## config.mk

```make
export PLATFORM = sky130hd
export DESIGN_NAME = dual_serial_register_port
export DESIGN_NICKNAME = d
export VERILOG_FILES = /design/src/dual_serial_pkg.sv /design/src/pin_sync.sv /design/src/dual_serial_register_port.sv
export SDC_FILE = /design/constraint.sdc
export NUM_CORES = 1
export LEC_CHECK = 0
export BUFFER_PORTS_ARGS = -buffer_cell sky130_fd_sc_hd__buf_2
export CAP_MARGIN = 10
export CORE_UTILIZATION = 60
export DETAILED_ROUTE_END_ITERATION = 8
export GPL_ROUTABILITY_DRIVEN = 1
export PLACE_DENSITY = 0.8
export RECOVER_POWER = 100
export SLEW_MARGIN = 20
export SYNTH_ARGS = -nofsm -noshare
export SYNTH_HDL_FRONTEND = slang
export SYNTH_SLANG_ARGS = --single-unit
```

## constraint.sdc

```tcl
create_clock -name clk_in -period 2.8 [get_ports clk_in]
set_input_delay 0.14 -clock clk_in [delete_from_list [all_inputs] [get_ports clk_in]]
set_output_delay 0.14 -clock clk_in [all_outputs]
set_load 0.05 [all_outputs]
```

## src/dual_serial_pkg.sv

```systemverilog
// Shared constants and types of the dual SPI / I2C register port
`default_nettype none
package dual_serial_pkg;
  // SPI frame geometry
  localparam logic [4:0] FRAME_LAST = 5'h17;
  localparam int RW_BIT = 23;
  localparam int ADDR_MSB = 22;
  localparam int ADDR_LSB = 16;
  localparam logic [7:0] READBACK_PAD = 8'h00;
  // Pin levels at rest: strap, data, clock line, sdi, sclk, frame select
  localparam logic [5:0] PIN_IDLE = 6'h39;
  // I2C addressing
  localparam logic [3:0] ADDR_UPPER = 4'h9;
  localparam logic [2:0] STRAP_VDD = 3'h0;
  localparam logic [2:0] STRAP_GND = 3'h1;
  localparam logic [2:0] STRAP_SCL = 3'h2;
  localparam logic [2:0] STRAP_SDA = 3'h3;
  localparam logic [6:0] BROADCAST_ADDR = 7'h47;
  localparam logic [6:0] GENERAL_CALL_ADDR = 7'h00;
  localparam logic [7:0] GC_RESET_BYTE = 8'h06;
  localparam logic [3:0] BYTE_BITS = 4'h8;
  // Software reset through the shared trigger register
  localparam logic [6:0] TRIGGER_REG_ADDR = 7'h20;
  localparam int RESET_FIELD_LSB = 0;
  localparam logic [3:0] RESET_CODE = 4'ha;
  // I2C target states
  typedef enum logic [6:0] {
    I_IDLE = 7'h01,
    I_ADDR = 7'h02,
    I_AACK = 7'h04,
    I_RX = 7'h08,
    I_RACK = 7'h10,
    I_TX = 7'h20,
    I_TACK = 7'h40
  } i2c_state_t;
endpackage : dual_serial_pkg
`default_nettype wire

```

## src/pin_sync.sv

```systemverilog
// Two-stage synchronisers with edge detection, one per pin
`default_nettype none
module pin_sync #(
  parameter int WIDTH = 6,
  parameter logic [WIDTH-1:0] IDLE_LEVEL = '0
) (
  // Clock and reset
  input wire logic clk_in,
  input wire logic resetn_in,
  input wire logic ce_in,
  // Raw pins and synchronised views
  input wire logic [WIDTH-1:0] async_in,
  output logic [WIDTH-1:0] level_out,
  output logic [WIDTH-1:0] rise_out,
  output logic [WIDTH-1:0] fall_out
);
  genvar i;
  generate
    for (i = 0; i < WIDTH; i++)
    begin : g_bit
      logic meta_q;
      logic sync_q;
      logic prev_q;
      // Edge detect looks only at the second and third stage, never the first
      always_ff @(posedge clk_in)
      begin
        // Reset to the idle level so that release of reset makes no false edge
        if (!resetn_in)
        begin
          meta_q <= IDLE_LEVEL[i];
          sync_q <= IDLE_LEVEL[i];
          prev_q <= IDLE_LEVEL[i];
        end
        else if (ce_in)
        begin
          meta_q <= async_in[i];
          sync_q <= meta_q;
          prev_q <= sync_q;
        end
      end
      assign level_out[i] = sync_q;
      assign rise_out[i] = sync_q & ~prev_q;
      assign fall_out[i] = ~sync_q & prev_q;
    end
  endgenerate
endmodule : pin_sync
`default_nettype wire

```

## src/dual_serial_register_port.sv

```systemverilog
// SPI and I2C target front end that turns serial frames into register accesses
//
// Notes on behaviour
// - Frame select low opens an SPI access; its return high ends it.
// - Serial input sampled on falling serial-clock edges; clock may be gated.
// - Frames are 24 bits; fewer falling edges before release discard the access.
// - Three-wire: only the first 24 bits count, extra edges ignored.
// - Frame select high: clock and data ignored, serial output released.
// - Frame is read flag, 7-bit address, then 16 data bits.
// - Serial output off after reset until readback enable is set.
// - Reads need readback enabled; data comes out in the following frame.
// - Readback launched on falling or rising edge per edge select.
// - Four-wire/daisy: exact multiples of 24 use last 24 bits, else discard.
// - Only 7-bit target addresses; ten-bit addressing never matches.
// - General call 0x00 then 0x06 resets at rising edge of that acknowledge.
// - Works at standard, fast and fast-plus rates with one protocol.
// - Each byte has a ninth clock: receiver pulls data low to acknowledge.
// - Address acknowledged only on match, low for whole ninth-clock high.
// - Stop releases the bus; wait for new start and matching address.
// - Every byte acknowledged; write commits at falling edge of lower-byte ack.
// - Address is 1001b plus three bits from how the strap pin is tied.
// - Strap pin sampled during the first byte and latched for the transaction.
// - Broadcast address answered for writes only, never for reads.
// - Read: address, command, repeated start read, upper byte, ack, lower byte.
// - Command byte is the register address.
// - Writing 1010b to the trigger reset field fires a software reset.
`default_nettype none
module dual_serial_register_port (
  // Clock, reset, enable
  input wire logic clk_in,
  input wire logic resetn_in,
  input wire logic ce_in,
  // Interface configuration
  input wire logic readback_output_enable_in,
  input wire logic readback_edge_select_in,
  // SPI pins
  input wire logic spi_frame_n_in,
  input wire logic spi_sclk_in,
  input wire logic spi_sdi_in,
  output logic spi_sdo_out,
  output logic spi_sdo_oe_out,
  // I2C pins
  input wire logic i2c_scl_in,
  input wire logic i2c_sda_in,
  output logic i2c_sda_out,
  output logic i2c_sda_oe_out,
  input wire logic address_strap_pin_in,
  // Register side
  output logic [6:0] reg_addr_out,
  output logic [15:0] reg_wdata_out,
  output logic reg_wr_out,
  output logic reg_rd_out,
  input wire logic [15:0] reg_rdata_in,
  output logic soft_reset_out
);
  logic [5:0] pin_raw;
  logic [5:0] pin_lvl;
  logic [5:0] pin_rise;
  logic [5:0] pin_fall;
  logic frame_n;
  logic frame_start;
  logic frame_end;
  logic sclk_rise;
  logic sclk_fall;
  logic sdi;
  logic scl;
  logic scl_rise;
  logic scl_fall;
  logic sda;
  logic i2c_start;
  logic i2c_stop;
  logic strap;

  // Every pin crosses two flip-flops before use
  assign pin_raw = {address_strap_pin_in, i2c_sda_in, i2c_scl_in,
                    spi_sdi_in, spi_sclk_in, spi_frame_n_in};
  pin_sync #(.WIDTH(6), .IDLE_LEVEL(dual_serial_pkg::PIN_IDLE)) u_sync (
    .clk_in(clk_in),
    .resetn_in(resetn_in),
    .ce_in(ce_in),
    .async_in(pin_raw),
    .level_out(pin_lvl),
    .rise_out(pin_rise),
    .fall_out(pin_fall)
  );

  // Clock edges are blocked while frame select is high; data is only used on those edges
  assign frame_n = pin_lvl[0];
  assign frame_start = pin_fall[0];
  assign frame_end = pin_rise[0];
  assign sclk_fall = pin_fall[1] & ~frame_n;
  assign sclk_rise = pin_rise[1] & ~frame_n;
  assign sdi = pin_lvl[2];
  assign scl = pin_lvl[3];
  assign scl_rise = pin_rise[3];
  assign scl_fall = pin_fall[3];
  assign sda = pin_lvl[4];
  assign strap = pin_lvl[5];
  // Start and stop: data edge while clock is high
  assign i2c_start = pin_fall[4] & scl;
  assign i2c_stop = pin_rise[4] & scl;

  // ---------------- SPI ----------------
  logic [23:0] spi_sr_q;
  logic [4:0] spi_cnt_q;
  logic spi_full_q;
  logic spi_pend_q;
  logic spi_sdo_q;
  logic four_wire;
  logic spi_valid;
  logic spi_wr;
  logic spi_rd;
  logic [15:0] rdata_q;

  assign four_wire = readback_output_enable_in;
  // Whole frames only; three-wire never shifts past 24 so cnt stays zero
  assign spi_valid = frame_end & spi_full_q & (spi_cnt_q == 5'h00);
  assign spi_wr = spi_valid & ~spi_sr_q[dual_serial_pkg::RW_BIT];
  assign spi_rd = spi_valid & spi_sr_q[dual_serial_pkg::RW_BIT] & four_wire;

  // Shift register: daisy data passes through, readback is preloaded
  always_ff @(posedge clk_in)
  begin
    if (!resetn_in)
    begin
      spi_sr_q <= 24'h000000;
      spi_cnt_q <= 5'h00;
      spi_full_q <= 1'b0;
    end
    else if (ce_in)
    begin
      if (frame_start)
      begin
        spi_cnt_q <= 5'h00;
        spi_full_q <= 1'b0;
        spi_sr_q <= spi_pend_q ? {dual_serial_pkg::READBACK_PAD, rdata_q} : 24'h000000;
      end
      else if (sclk_fall && (four_wire || !spi_full_q))
      begin
        spi_sr_q <= {spi_sr_q[22:0], sdi};
        if (spi_cnt_q == dual_serial_pkg::FRAME_LAST)
        begin
          spi_cnt_q <= 5'h00;
          spi_full_q <= 1'b1;
        end
        else
        begin
          spi_cnt_q <= spi_cnt_q + 5'h01;
        end
      end
    end
  end

  // Read pending between the command frame and the data frame
  always_ff @(posedge clk_in)
  begin
    if (!resetn_in)
    begin
      spi_pend_q <= 1'b0;
    end
    else if (ce_in)
    begin
      if (spi_rd)
      begin
        spi_pend_q <= 1'b1;
      end
      else if (frame_start)
      begin
        spi_pend_q <= 1'b0;
      end
    end
  end

  // Output bit launched on the selected edge
  always_ff @(posedge clk_in)
  begin
    if (!resetn_in)
    begin
      spi_sdo_q <= 1'b0;
    end
    else if (ce_in)
    begin
      if (frame_start)
      begin
        // First readback bit must stand before any falling-edge launch
        spi_sdo_q <= spi_pend_q & dual_serial_pkg::READBACK_PAD[7];
      end
      else if (readback_edge_select_in && sclk_rise)
      begin
        spi_sdo_q <= spi_sr_q[23];
      end
      else if (!readback_edge_select_in && sclk_fall)
      begin
        spi_sdo_q <= spi_sr_q[22];
      end
    end
  end

  assign spi_sdo_out = spi_sdo_q;
  assign spi_sdo_oe_out = four_wire & ~frame_n;

  // ---------------- I2C ----------------
  dual_serial_pkg::i2c_state_t st_q;
  logic [3:0] bit_q;
  logic [7:0] sh_q;
  logic [7:0] tx_q;
  logic [1:0] byte_q;
  logic gc_q;
  logic rw_q;
  logic tx_lower_q;
  logic sda_oe_q;
  logic [6:0] cmd_q;
  logic [7:0] upper_q;
  logic [15:0] i2c_wdata_q;
  logic i2c_wr_q;
  logic i2c_rd_q;
  logic gc_fire_q;
  logic seen_hi_q;
  logic seen_lo_q;
  logic diff_scl_q;
  logic [2:0] strap_code;
  logic [6:0] own_addr;
  logic [6:0] rx_addr;
  logic own_hit;
  logic acc_hit;

  // Strap tied to supply, ground, clock or data, judged over the first byte
  always_comb
  begin
    if (!seen_lo_q)
      strap_code = dual_serial_pkg::STRAP_VDD;
    else if (!seen_hi_q)
      strap_code = dual_serial_pkg::STRAP_GND;
    else if (!diff_scl_q)
      strap_code = dual_serial_pkg::STRAP_SCL;
    else
      strap_code = dual_serial_pkg::STRAP_SDA;
  end

  // Ten-bit prefixes never equal the fixed 1001b upper bits
  assign own_addr = {dual_serial_pkg::ADDR_UPPER, strap_code};
  assign rx_addr = sh_q[7:1];
  assign own_hit = (rx_addr == own_addr);
  assign acc_hit = own_hit || (!sh_q[0] && (rx_addr == dual_serial_pkg::BROADCAST_ADDR ||
                   rx_addr == dual_serial_pkg::GENERAL_CALL_ADDR));

  // Strap observation while the address byte is on the bus; the flags then
  // freeze, which latches the strap code for the rest of the transaction
  always_ff @(posedge clk_in)
  begin
    if (!resetn_in)
    begin
      seen_hi_q <= 1'b0;
      seen_lo_q <= 1'b0;
      diff_scl_q <= 1'b0;
    end
    else if (ce_in)
    begin
      if (i2c_start)
      begin
        seen_hi_q <= 1'b0;
        seen_lo_q <= 1'b0;
        diff_scl_q <= 1'b0;
      end
      else if (st_q == dual_serial_pkg::I_ADDR)
      begin
        seen_hi_q <= seen_hi_q | strap;
        seen_lo_q <= seen_lo_q | ~strap;
        diff_scl_q <= diff_scl_q | (strap ^ scl);
      end
    end
  end

  // Target byte engine: sample on clock rise, drive on clock fall
  always_ff @(posedge clk_in)
  begin
    if (!resetn_in)
    begin
      st_q <= dual_serial_pkg::I_IDLE;
      bit_q <= 4'h0;
      sh_q <= 8'h00;
      tx_q <= 8'h00;
      byte_q <= 2'h0;
      gc_q <= 1'b0;
      rw_q <= 1'b0;
      tx_lower_q <= 1'b0;
      sda_oe_q <= 1'b0;
      cmd_q <= 7'h00;
      upper_q <= 8'h00;
      i2c_wdata_q <= 16'h0000;
      i2c_wr_q <= 1'b0;
      i2c_rd_q <= 1'b0;
      gc_fire_q <= 1'b0;
    end
    else if (ce_in)
    begin
      i2c_wr_q <= 1'b0;
      i2c_rd_q <= 1'b0;
      gc_fire_q <= 1'b0;
      if (i2c_stop)
      begin
        st_q <= dual_serial_pkg::I_IDLE;
        sda_oe_q <= 1'b0;
      end
      else if (i2c_start)
      begin
        st_q <= dual_serial_pkg::I_ADDR;
        bit_q <= 4'h0;
        byte_q <= 2'h0;
        sda_oe_q <= 1'b0;
      end
      else
      begin
        unique case (st_q)
          dual_serial_pkg::I_IDLE:
          begin
            sda_oe_q <= 1'b0;
          end
          dual_serial_pkg::I_ADDR, dual_serial_pkg::I_RX:
          begin
            if (scl_rise)
            begin
              sh_q <= {sh_q[6:0], sda};
              bit_q <= bit_q + 4'h1;
            end
            else if (scl_fall && bit_q == dual_serial_pkg::BYTE_BITS)
            begin
              bit_q <= 4'h0;
              if (st_q == dual_serial_pkg::I_RX)
              begin
                sda_oe_q <= 1'b1;
                st_q <= dual_serial_pkg::I_RACK;
              end
              else if (acc_hit)
              begin
                sda_oe_q <= 1'b1;
                st_q <= dual_serial_pkg::I_AACK;
                rw_q <= sh_q[0];
                gc_q <= (rx_addr == dual_serial_pkg::GENERAL_CALL_ADDR);
                i2c_rd_q <= sh_q[0];
              end
              else
              begin
                st_q <= dual_serial_pkg::I_IDLE;
              end
            end
          end
          dual_serial_pkg::I_AACK:
          begin
            if (scl_fall)
            begin
              bit_q <= 4'h0;
              if (rw_q)
              begin
                st_q <= dual_serial_pkg::I_TX;
                tx_q <= rdata_q[15:8];
                sda_oe_q <= ~rdata_q[15];
                tx_lower_q <= 1'b0;
              end
              else
              begin
                st_q <= dual_serial_pkg::I_RX;
                sda_oe_q <= 1'b0;
              end
            end
          end
          dual_serial_pkg::I_RACK:
          begin
            if (scl_rise && gc_q && byte_q == 2'h0 && sh_q == dual_serial_pkg::GC_RESET_BYTE)
            begin
              gc_fire_q <= 1'b1;
            end
            else if (scl_fall)
            begin
              sda_oe_q <= 1'b0;
              st_q <= dual_serial_pkg::I_RX;
              if (byte_q != 2'h3)
                byte_q <= byte_q + 2'h1;
              unique case (byte_q)
                2'h0: cmd_q <= sh_q[6:0];
                2'h1: upper_q <= sh_q;
                2'h2:
                begin
                  i2c_wdata_q <= {upper_q, sh_q};
                  i2c_wr_q <= ~gc_q;
                end
                2'h3: ;
              endcase
            end
          end
          dual_serial_pkg::I_TX:
          begin
            if (scl_rise)
            begin
              bit_q <= bit_q + 4'h1;
            end
            else if (scl_fall)
            begin
              if (bit_q == dual_serial_pkg::BYTE_BITS)
              begin
                sda_oe_q <= 1'b0;
                st_q <= dual_serial_pkg::I_TACK;
              end
              else
              begin
                sda_oe_q <= ~tx_q[6];
                tx_q <= {tx_q[6:0], 1'b0};
              end
            end
          end
          dual_serial_pkg::I_TACK:
          begin
            if (scl_rise && (sda || tx_lower_q))
            begin
              st_q <= dual_serial_pkg::I_IDLE;
            end
            else if (scl_fall)
            begin
              st_q <= dual_serial_pkg::I_TX;
              bit_q <= 4'h0;
              tx_q <= rdata_q[7:0];
              sda_oe_q <= ~rdata_q[7];
              tx_lower_q <= 1'b1;
            end
          end
          default:
          begin
            st_q <= dual_serial_pkg::I_IDLE;
            sda_oe_q <= 1'b0;
          end
        endcase
      end
    end
  end

  // Open drain: only ever pulls low
  assign i2c_sda_out = 1'b0;
  assign i2c_sda_oe_out = sda_oe_q;

  // ---------------- Register side ----------------
  logic [6:0] addr_q;
  logic [15:0] wdata_q;
  logic wr_q;
  logic rd_q;
  logic soft_reset_q;

  // SPI wins a same-cycle clash; links run far slower than clk so it is rare
  always_ff @(posedge clk_in)
  begin
    if (!resetn_in)
    begin
      addr_q <= 7'h00;
      wdata_q <= 16'h0000;
      wr_q <= 1'b0;
      rd_q <= 1'b0;
    end
    else if (ce_in)
    begin
      wr_q <= spi_wr | (i2c_wr_q & ~spi_valid);
      rd_q <= spi_rd | (i2c_rd_q & ~spi_valid);
      if (spi_valid)
      begin
        addr_q <= spi_sr_q[dual_serial_pkg::ADDR_MSB:dual_serial_pkg::ADDR_LSB];
        wdata_q <= spi_sr_q[15:0];
      end
      else if (i2c_wr_q || i2c_rd_q)
      begin
        addr_q <= cmd_q;
        wdata_q <= i2c_wdata_q;
      end
    end
  end

  // Read data sampled in the read strobe cycle, shared by both links
  always_ff @(posedge clk_in)
  begin
    if (!resetn_in)
      rdata_q <= 16'h0000;
    else if (ce_in && rd_q)
      rdata_q <= reg_rdata_in;
  end

  // Software reset from general call or the trigger register code
  always_ff @(posedge clk_in)
  begin
    if (!resetn_in)
      soft_reset_q <= 1'b0;
    else if (ce_in)
      soft_reset_q <= gc_fire_q | (wr_q && addr_q == dual_serial_pkg::TRIGGER_REG_ADDR &&
        wdata_q[dual_serial_pkg::RESET_FIELD_LSB +: 4] == dual_serial_pkg::RESET_CODE);
  end

  assign reg_addr_out = addr_q;
  assign reg_wdata_out = wdata_q;
  assign reg_wr_out = wr_q;
  assign reg_rd_out = rd_q;
  assign soft_reset_out = soft_reset_q;
endmodule : dual_serial_register_port
`default_nettype wire

```

==> results.ini, run 1 <==
[run]
drv_cap=0

[sta]
clock_skew_ps=7.86
worst_slew_pin_slew_ps=1050
hold_viol=0
grt_setup_unrepaired=false
relSlewSlack_pct=29.6
fin_tns_setup_ps=0
fin_crit_ps=2560
drv_slew=0
max_freq_mhz=390
period_share_pct=91.5
setup_violations=0

[yosys]
synth_top_area_share_pct=44.8
synthTopCellsByCount=159 x dfxtp_1, 134 x nand2_1, 102 x nor2_1
synth_edf_count=0
synth.cell_area_um2=7100
synth_seq_area_share_pct=44.8
synth_area_leader_cell=dfxtp_1
synth_flop_cell=dfxtp_1
syn_inst=851
ys_types=70
synth_fp_nets=886
synthTopCellsByArea=dfxtp_1 45%, mux2i_1 7.2%, nand2_1 7.1%, nor2_1 5.4%, a21oi_1 5.0%
synth_most_common_cell=dfxtp_1
synth-seq-cells=159
syn_area_per_cell_um2=8.35
async_flop_share_pct=0
synth_warnings=0

[clock_network]
cts-root-buf=clkbuf_16
cts.path.max_buffers=2
insertion_delay_ps=420
cts_tree=built
post_cts_buffers=0
hold_buffers=22
clock_sinks=159
cts-buffers-inserted=17
post_cts_resized=0
cts_max_level=4
clk_pin_slew_ps=60

[critical_path]
required_ps=3130
end_kind=flip-flop
worstPathArrival_ps=2900
start_kind=flip-flop
cp_max_fo=9
worst-setup-path-type=reg2reg

[detailed_routing]
first_iter_violations=696
drtPass1Iterations=5
num_vias=6451
wirelength_um=18800
vias_per_cell=6.11
route.detailed.drc=0
wl_per_cell_um=17.8
ant_nets=0

[floorplanning]
die_h_um=111
core_um2=11500
start_util_pct=62.0
die_area_um2=12300
fp-row-count=39
boundaryPins=57
die_x_um=111

[power_and_ir_drop]
clockPowerShare_pct=47.6
netSwitchingFraction_pct=22.4
internal_power_uw=3730
p_switching_uw=1080
p_leak_uw=0.00278
p_per_area_nw_per_um2=587
p_comb_share_pct=4.3
seqPwrFrac_pct=48.1
ir_drop_mv=0.660

[run_status]
status=complete, no violations

[finish]
fin_cells=1056
antennaDiodeCount=0
areaGrowthSynthToFinish_pct=15.2
post-route-util_pct=71.4
nets=935
final_design_area_no_fill_um2=8190
drive_gt1_share_pct=9.42

[placed_design]
post_dp_cell_area_um2=7450
dp_cells=1002
hpwlAfterDp_um=12600
port_buffers=55
place_congestion=1.01

[grt]
grt_pass1_wl_um=30400
grt_util_all_layers_pct=31.2
grt-ovfl-total=0
grt_max_degree=47
grt_pass1_vias=6119
antenna_found_initial=0

[min_path]
hold_class=in2reg

final timing paths:
kind / cells after the start / slack (ps) / to / from
setup / recovery: 8 / 240 / st_q[0] / byte_q[0]
hold / removal: 3 / 30 / spi_pend_q / readback_output_enable_in
setup reg to reg: 8 / 240 / st_q[0] / byte_q[0]
hold reg to reg: 2 / 450 / i2c_wdata_q[15] / upper_q[7]
stage by stage:
stage | hold slack [ps] | worst slack (ps) | total power, µW
2_1_floorplan | 268 | 596 | 2480
3_3_place_gp | 357 | 521 | 2530
3_5_place_dp | 365 | 445 | 2540
4_1_cts | 21.8 | 380 | 4820
5_1_grt | 37.6 | 86.9 | 4930
6_report | 31.8 | 238 | 4810
layer usage:
layer | global-route usage [%] | vias up | wire length, µm
li1 | - | 3122 | -
met1 | 40.7 | 2999 | 8050
met2 | 50.4 | 294 | 8720
met3 | 7.38 | 36 | 1620
met4 | 11.1 | 0 | 381
met5 | 0 | - | 0
power by group through the flow:
| stage | Combinational [µW] | Clock [µW] | Sequential [µW] |
|---|---|---|---|
| global placement | 173 | 0 | 2360 |
| CTS | 201 | 2310 | 2310 |
| finish | 205 | 2290 | 2310 |
| detailed placement | 177 | 0 | 2360 |
| global route | 223 | 2390 | 2310 |
| floorplan | 123 | 0 | 2360 |
critical path: stages, from the launching register on:
cell	delay (ps)
dfxtp_1	350
inv_1	110
ha_1	320
nand4_1	130
or4_1	430
nor4_1	370
nand4b_1	350
nor2_1	170
a211oi_1	230
kinds of logic after synthesis:
group                      share of synthesized area (%)
adders and majority gates                           1.41
buffers and inverters                               4.51
muxes                                               7.34
other                                             0.0528
DFF                                                 44.8
AOI/OAI and AO/OA                                   17.0
xor gates and xnor gates                            1.11
and+or+nand+nor                                     23.7
sequential cells by signal, indices dropped and copies added (netlist names), 5 cells and up:
signal,flops
cmd_q,7
i2c_wdata_q,16
rdata_q,16
reg_addr_out,7
reg_wdata_out,16
sh_q,8
spi_cnt_q,5
spi_sr_q,24
st_q,7
tx_q,7
u_sync.g_bit.meta_q,6
u_sync.g_bit.sync_q,6
upper_q,8
cell type report:
cell class,count,area [µm²]
clock buffer,21,460
clock inverter,11,131
fill,903,3280
inverter,14,53.8
multi-input combinational,612,3580
sequential,159,3180
tap,143,179
timing repair buffer,96,598
layout by cell type (no fill, tap or decap), drive strengths merged, types with 21 or more instances in the layout:
| cell type | instances |
|---|---|
| a211oi | 28 |
| a21oi | 71 |
| a311oi | 24 |
| buf | 39 |
| clkbuf | 56 |
| dfxtp | 159 |
| dlygate4sd3 | 22 |
| mux2i | 51 |
| nand2 | 134 |
| nand3 | 42 |
| nor2 | 104 |
| o21ai | 21 |
(Power assumes the default switching activity.)
==> run 2, diff against run 1 <==
==> constraint.sdc (replaced) <==
create_clock -name clk_in -period 2.8 [get_ports clk_in]
set_input_delay 0.28 -clock clk_in [delete_from_list [all_inputs] [get_ports clk_in]]
set_output_delay 0.28 -clock clk_in [all_outputs]
set_load 0.05 [all_outputs]
==> results.ini, run 2 (synthesized netlist as in run 1, its figures left out) <==
[floorplanning]
die_h_um=111  ; unchanged
die_x_um=111  ; unchanged
boundaryPins=57  ; unchanged
fp-row-count=39  ; unchanged
die_area_um2=12300  ; unchanged
start_util_pct=62.0  ; unchanged
core_um2=11500  ; unchanged

[sta]
hold_viol=0  ; unchanged
max_freq_mhz=379  ; -2.9%
period_share_pct=94.3  ; +2.8 points
fin_tns_setup_ps=0  ; unchanged
drv_slew=0  ; unchanged
setup_violations=0  ; unchanged
relSlewSlack_pct=48.8  ; +19 points
fin_ws_ps=160  ; -77.9 ps
grt_setup_unrepaired=false
worst_slew_pin_slew_ps=767  ; -283 ps
clock_skew_ps=7.97  ; +0.113 ps
fin_crit_ps=2640  ; +77.9 ps

[critical_path]
crit_start=spi_cnt_q[0]
slowest_delay_ps=680  ; +250 ps
worstPathArrival_ps=2930  ; +30 ps
critPathTopFamily=simple AND/OR/NAND/NOR gates
reg2reg_depth=7  ; -1
r2r_slack_ps=160  ; -80 ps
cp_max_fo=25  ; +16
critPathBufInv=2  ; +1
required_ps=3090  ; -40 ps
rr_endpoint=reg_wdata_out[1]
crit_path_top_delay_cell=buf_2
worst-setup-path-type=reg2reg
end_kind=flip-flop
r2r-start=spi_cnt_q[0]
crit_chain=inv_1 > ha_1 > or4b_1 > nor3_2 > buf_2 > mux2i_1 > a211oi_1
start_kind=flip-flop

[min_path]
hold_class=in2reg
hold_depth=3  ; unchanged
holdCritStartpoint=i2c_sda_in
hold_end=u_sync.g_bit[4].meta_q

[placed_design]
port_buffers=55  ; unchanged
post_dp_cell_area_um2=7450  ; about the same
pre_cts_ws_ps=406  ; -38.7 ps
dp_cells=1000  ; -0.20%
hpwlAfterDp_um=12600  ; -0.35%
place_congestion=0.955  ; -5.7%

[clock_network]
cts_tree=built
cts-root-buf=clkbuf_16
hold_buffers=0  ; -100%
insertion_delay_ps=430  ; about the same
cts_max_level=4  ; unchanged
cts.path.max_buffers=2  ; unchanged
post_cts_buffers=0  ; unchanged
post_cts_resized=0  ; unchanged
clock_sinks=159  ; unchanged
cts-buffers-inserted=17  ; unchanged
clk_pin_slew_ps=60  ; about the same

[finish]
largest_reg_flops=24  ; unchanged
largest-register=spi_sr_q
post-route-util_pct=69.2  ; -2.2 points
areaGrowthSynthToFinish_pct=11.7
mostFrequentLayoutCell=dfxtp_1
antennaDiodeCount=0  ; unchanged
fin_cells=1032  ; -2.3%
most-common-layout-cells=159 x dfxtp_1, 134 x nand2_1, 103 x nor2_1, 71 x a21oi_1, 51 x mux2i_1
nets=911  ; -2.6%
final_design_area_no_fill_um2=7940  ; -3.0%
drive_gt1_share_pct=8.77  ; -0.65 points

[run]
drv_cap=0  ; unchanged

[detailed_routing]
wirelength_um=18100  ; -3.4%
drtPass1Iterations=5  ; unchanged
num_vias=6291  ; -2.5%
first_iter_violations=643  ; -7.6%
route.detailed.drc=0  ; unchanged
wl_per_cell_um=17.6  ; -1.2%
vias_per_cell=6.10  ; -0.21%
ant_nets=0  ; unchanged

[grt]
grt-ovfl-total=0  ; unchanged
grt_pass1_wl_um=29400  ; -3.2%
antenna_found_initial=0  ; unchanged
grt_pass1_vias=5913  ; -3.4%
grt_util_all_layers_pct=30.1  ; -1.1 points
grt_max_degree=91  ; +94%

[power_and_ir_drop]
p_leak_uw=0.00268  ; -3.7%
ir_drop_mv=0.656  ; -0.59%
p_per_area_nw_per_um2=606  ; +3.1%

[run_status]
status=complete, no violations

## run 2: cell types whose count changed in the layout (fill, tap and decap cells not counted), moves of 4 or more
cell	delta
clkbuf_1	+5
buf_4	-5
clkinvlp_4	-4
dlygate4sd3_1	-22
## run 2: worst reg2reg max path, delay by kind of cell, from the launching register on
family | cells | cell delay [ps]
simple gates | 2 | 790
buf+inv | 2 | 750
mux | 1 | 380
flops | 1 | 350
fa+ha+maj | 1 | 130
compound gates | 1 | 120
## run 2: final cells by class
class / count / area [µm²]
fillers: 944 / 3530
multi-input cells: 612 / 3580
well taps: 143 / 179
inverters: 14 / 53.8
clock inverters: 8 / 104
clock buffers: 24 / 492
flip-flops and latches: 159 / 3180
repair buffers: 72 / 350
## run 2: per-layer routing
metal,GRT usage [%],share of wire (%)
met5,0,0
met4,10.2,2.0
met3,6.94,7.0
met2,47.0,45
met1,40.8,46
## run 2: where the power goes
group	internal [µW]	switching (µW)	total (µW)
sequential	2290	26.1	2310
clock	1410	904	2310
combinational	58.4	122	180
total	3750	1050	4810
## run 2: worst max path at each step
stage / endpoint / slack [ps] / cells after the start
4_1_cts: reg_wdata_out[10] / 320 / 9
3_5_place_dp: st_q[0] / 410 / 8
2_1_floorplan: bit_q[0] / 600 / 7
5_1_grt: reg_wdata_out[3] / 20 / 7
6_report: reg_wdata_out[1] / 160 / 7
3_3_place_gp: bit_q[0] / 430 / 6
## run 2: stage by stage
step	hold WS, ps	power [µW]
finish	73.6	4810
global route	73.2	4930
CTS	58.4	4820
detailed placement	447	2540
global placement	440	2540
floorplan	408	2480
==> run 3, diff against run 2 <==
- ABC_AREA: not set -> 1
- ABC_CLOCK_PERIOD_IN_PS: not set -> 2800
- CTS_CLUSTER_DIAMETER: not set -> 80
==> results.ini, run 3 <==
[run_status]
status=finished, violations left
violations=DRC, capacitance limit, slew limit

[critical_path]
crit_top_cell=nor2_1
rr_endpoint=st_q[4]
slowest_delay_ps=570  ; -110 ps
crit_start=u_sync.g_bit[3].sync_q
crit_path_top_delay_cell=dfxtp_1
reg2reg_depth=8  ; +1
crit_chain=nand2_1 > a21oi_1 > nor3_1 > nor2_1 > nand2_1 > clkinvlp_2 > nor2_1 > nor2_1
required_ps=3150  ; +60 ps
r2r_slack_ps=470  ; +310 ps
end_kind=flip-flop
worstPathArrival_ps=2680  ; -250 ps
cp_max_fo=8  ; -68%
r2r-start=u_sync.g_bit[3].sync_q
start_kind=flip-flop
worst-setup-path-type=reg2reg

[grt]
antenna_found_initial=0  ; unchanged
grt_util_all_layers_pct=29.3  ; -0.75 points
grt-ovfl-total=0  ; unchanged
grt_pass1_wl_um=29000  ; -1.5%
grt_pass1_vias=5988  ; +1.3%
grt_max_degree=130  ; +43%

[finish]
most-common-layout-cells=193 x nand2_1, 159 x dfxtp_1, 119 x o21ai_0, 101 x a21oi_1
nFillCells=987  ; +4.6%
antennaDiodeCount=0  ; unchanged
mostFrequentLayoutCell=nand2_1
areaGrowthSynthToFinish_pct=11.7  ; about the same
largest_reg_flops=24  ; unchanged
drive_gt1_share_pct=10.1  ; +1.4 points
nets=1050  ; +15%
largest-register=spi_sr_q
multi_input_area_um2=3390  ; -5.3%
area.sequential_um2=3180  ; unchanged

[yosys]
synthTopCellsByCount=190 x nand2_1, 159 x dfxtp_1, 116 x o21ai_0
synth_top_area_share_pct=44.1  ; -0.66 points
synth_edf_count=0  ; unchanged
syn_area_per_cell_um2=7.34  ; -12%
ys_types=41  ; -41%
synth-seq-cells=159  ; unchanged
synth_flop_cell=dfxtp_1
synth_seq_area_share_pct=44.1  ; -0.66 points
synth_most_common_cell=nand2_1
syn_inst=982  ; +15%
synth.cell_area_um2=7210  ; +1.5%
async_flop_share_pct=0  ; unchanged
synthTopCellsByArea=dfxtp_1 44%, nand2_1 9.9%, o21ai_0 8.1%, a21oi_1 7.0%, inv_1 4.3%
synth_fp_nets=1017  ; +15%
synth_area_leader_cell=dfxtp_1
synth_warnings=0  ; unchanged

[detailed_routing]
route.detailed.drc=6  ; +6
first_iter_violations=690  ; +7.3%
wirelength_um=17500  ; -3.5%
num_vias=6616  ; +5.2%
wl_per_cell_um=14.9  ; -15%
ant_nets=0  ; unchanged
vias_per_cell=5.65  ; -7.2%
drtPass1Iterations=7  ; +2

[power_and_ir_drop]
ir_drop_mv=0.568  ; -13%
netSwitchingFraction_pct=26.1  ; +4.2 points
p_leak_uw=0.00316  ; +18%
p_per_area_nw_per_um2=704  ; +16%
seqPwrFrac_pct=43.1  ; -5.0 points
internal_power_uw=4190  ; +12%
p_comb_share_pct=12.7  ; +9.0 points
power_uw=5670  ; +18%
clockPowerShare_pct=44.2  ; -3.9 points
p_switching_uw=1480  ; +41%

[floorplanning]
die_h_um=112  ; +0.73%
die_x_um=112  ; +0.73%
die_area_um2=12500  ; +1.5%
core_um2=11600  ; +0.85%
boundaryPins=57  ; unchanged
fp-row-count=39  ; unchanged
start_util_pct=62.3  ; +0.40 points

[min_path]
hold_depth=3  ; unchanged
hold_end=u_sync.g_bit[5].meta_q
hold_class=in2reg
holdCritStartpoint=address_strap_pin_in

[clock_network]
post_cts_resized=0  ; unchanged
insertion_delay_ps=430  ; about the same
cts_max_level=4  ; unchanged
hold_buffers=0  ; unchanged
cts_tree=built
cts.path.max_buffers=2  ; unchanged
cts-root-buf=clkbuf_16
post_cts_buffers=0  ; unchanged
clk_pin_slew_ps=60  ; about the same
clock_sinks=159  ; unchanged
cts-buffers-inserted=17  ; unchanged

[sta]
worst_slew_pin_slew_ps=2090  ; +1330 ps
drv_slew=130  ; +130
setup_violations=0  ; unchanged
hold_viol=0  ; unchanged
period_share_pct=83.2  ; -11 points
max_freq_mhz=429  ; +13%
relSlewSlack_pct=-39.6  ; -88 points
fin_crit_ps=2330  ; -311 ps
fin_tns_setup_ps=0  ; unchanged
grt_setup_unrepaired=false
clock_skew_ps=7.12  ; -0.846 ps
whs_ps=64.4  ; -9.26 ps

[run]
drv_cap=1  ; +1

[placed_design]
hpwlAfterDp_um=12000  ; -4.9%
port_buffers=55  ; unchanged
place_congestion=0.936  ; -2.1%

run 3: power groups by stage:
stage | combinational, µW | sequential [µW] | clock [µW]
floorplan | 592 | 2480 | 0
finish | 719 | 2440 | 2510
detailed placement | 741 | 2490 | 0
global route | 818 | 2460 | 2640
global placement | 727 | 2490 | 0
CTS | 747 | 2440 | 2530
run 3: area by class of cell:
| type | instances | share of cell area (%) |
|---|---|---|
| clock inverter | 8 | 1.90 |
| multi-input combinational | 680 | 42.1 |
| tap | 143 | 2.22 |
| inverter | 93 | 4.38 |
| timing repair buffer | 64 | 3.73 |
| clock buffer | 23 | 6.18 |
| sequential | 159 | 39.5 |
run 3: worst max path at each step:
| stage | endpoint | slack (ps) | depth (start not counted) |
|---|---|---|---|
| floorplan | reg_addr_out[0] | 1150 | 11 |
| global placement | spi_cnt_q[3] | 760 | 9 |
| detailed placement | spi_cnt_q[3] | 710 | 9 |
| CTS | spi_cnt_q[3] | 770 | 9 |
| global route | st_q[4] | 250 | 11 |
| finish | st_q[4] | 470 | 8 |
run 3: routing by layer:
layer | track usage, % | vias up | share of wire [%]
met5 | 0 | - | 0
met2 | 46.8 | 212 | 46
li1 | - | 3348 | -
met1 | 39.4 | 3020 | 46
met3 | 5.28 | 36 | 5.8
met4 | 11.5 | 0 | 2.2
run 3: worst max-delay path, delay by kind of cell, from the launching register on:
kind	cells	cell delay, ps
simple gates	6	1120
flops	1	570
compound gates	1	370
buf+inv	1	200
run 3: kinds of logic after synthesis:
family / count (synthesis) / synth area share, %
XOR/XNOR: 3 / 0.364
other: 1 / 0.0520
AO/OA/AOI/OAI: 280 / 20.8
adder cells (fa/ha/maj): 8 / 1.39
flip-flops: 159 / 44.1
buffers and inverters: 143 / 8.28
AND/OR/NAND/NOR: 388 / 25.0
run 3: stage by stage:
step	area (µm²)	std cells	util [%]	worst slack [ps]
global route	8050	1170	69.6	246
finish	8050	1170	69.6	471
global placement	7490	1139	64.8	757
detailed placement	7490	1139	64.8	707
CTS	8140	1170	70.4	769
floorplan	7210	982	-	1150
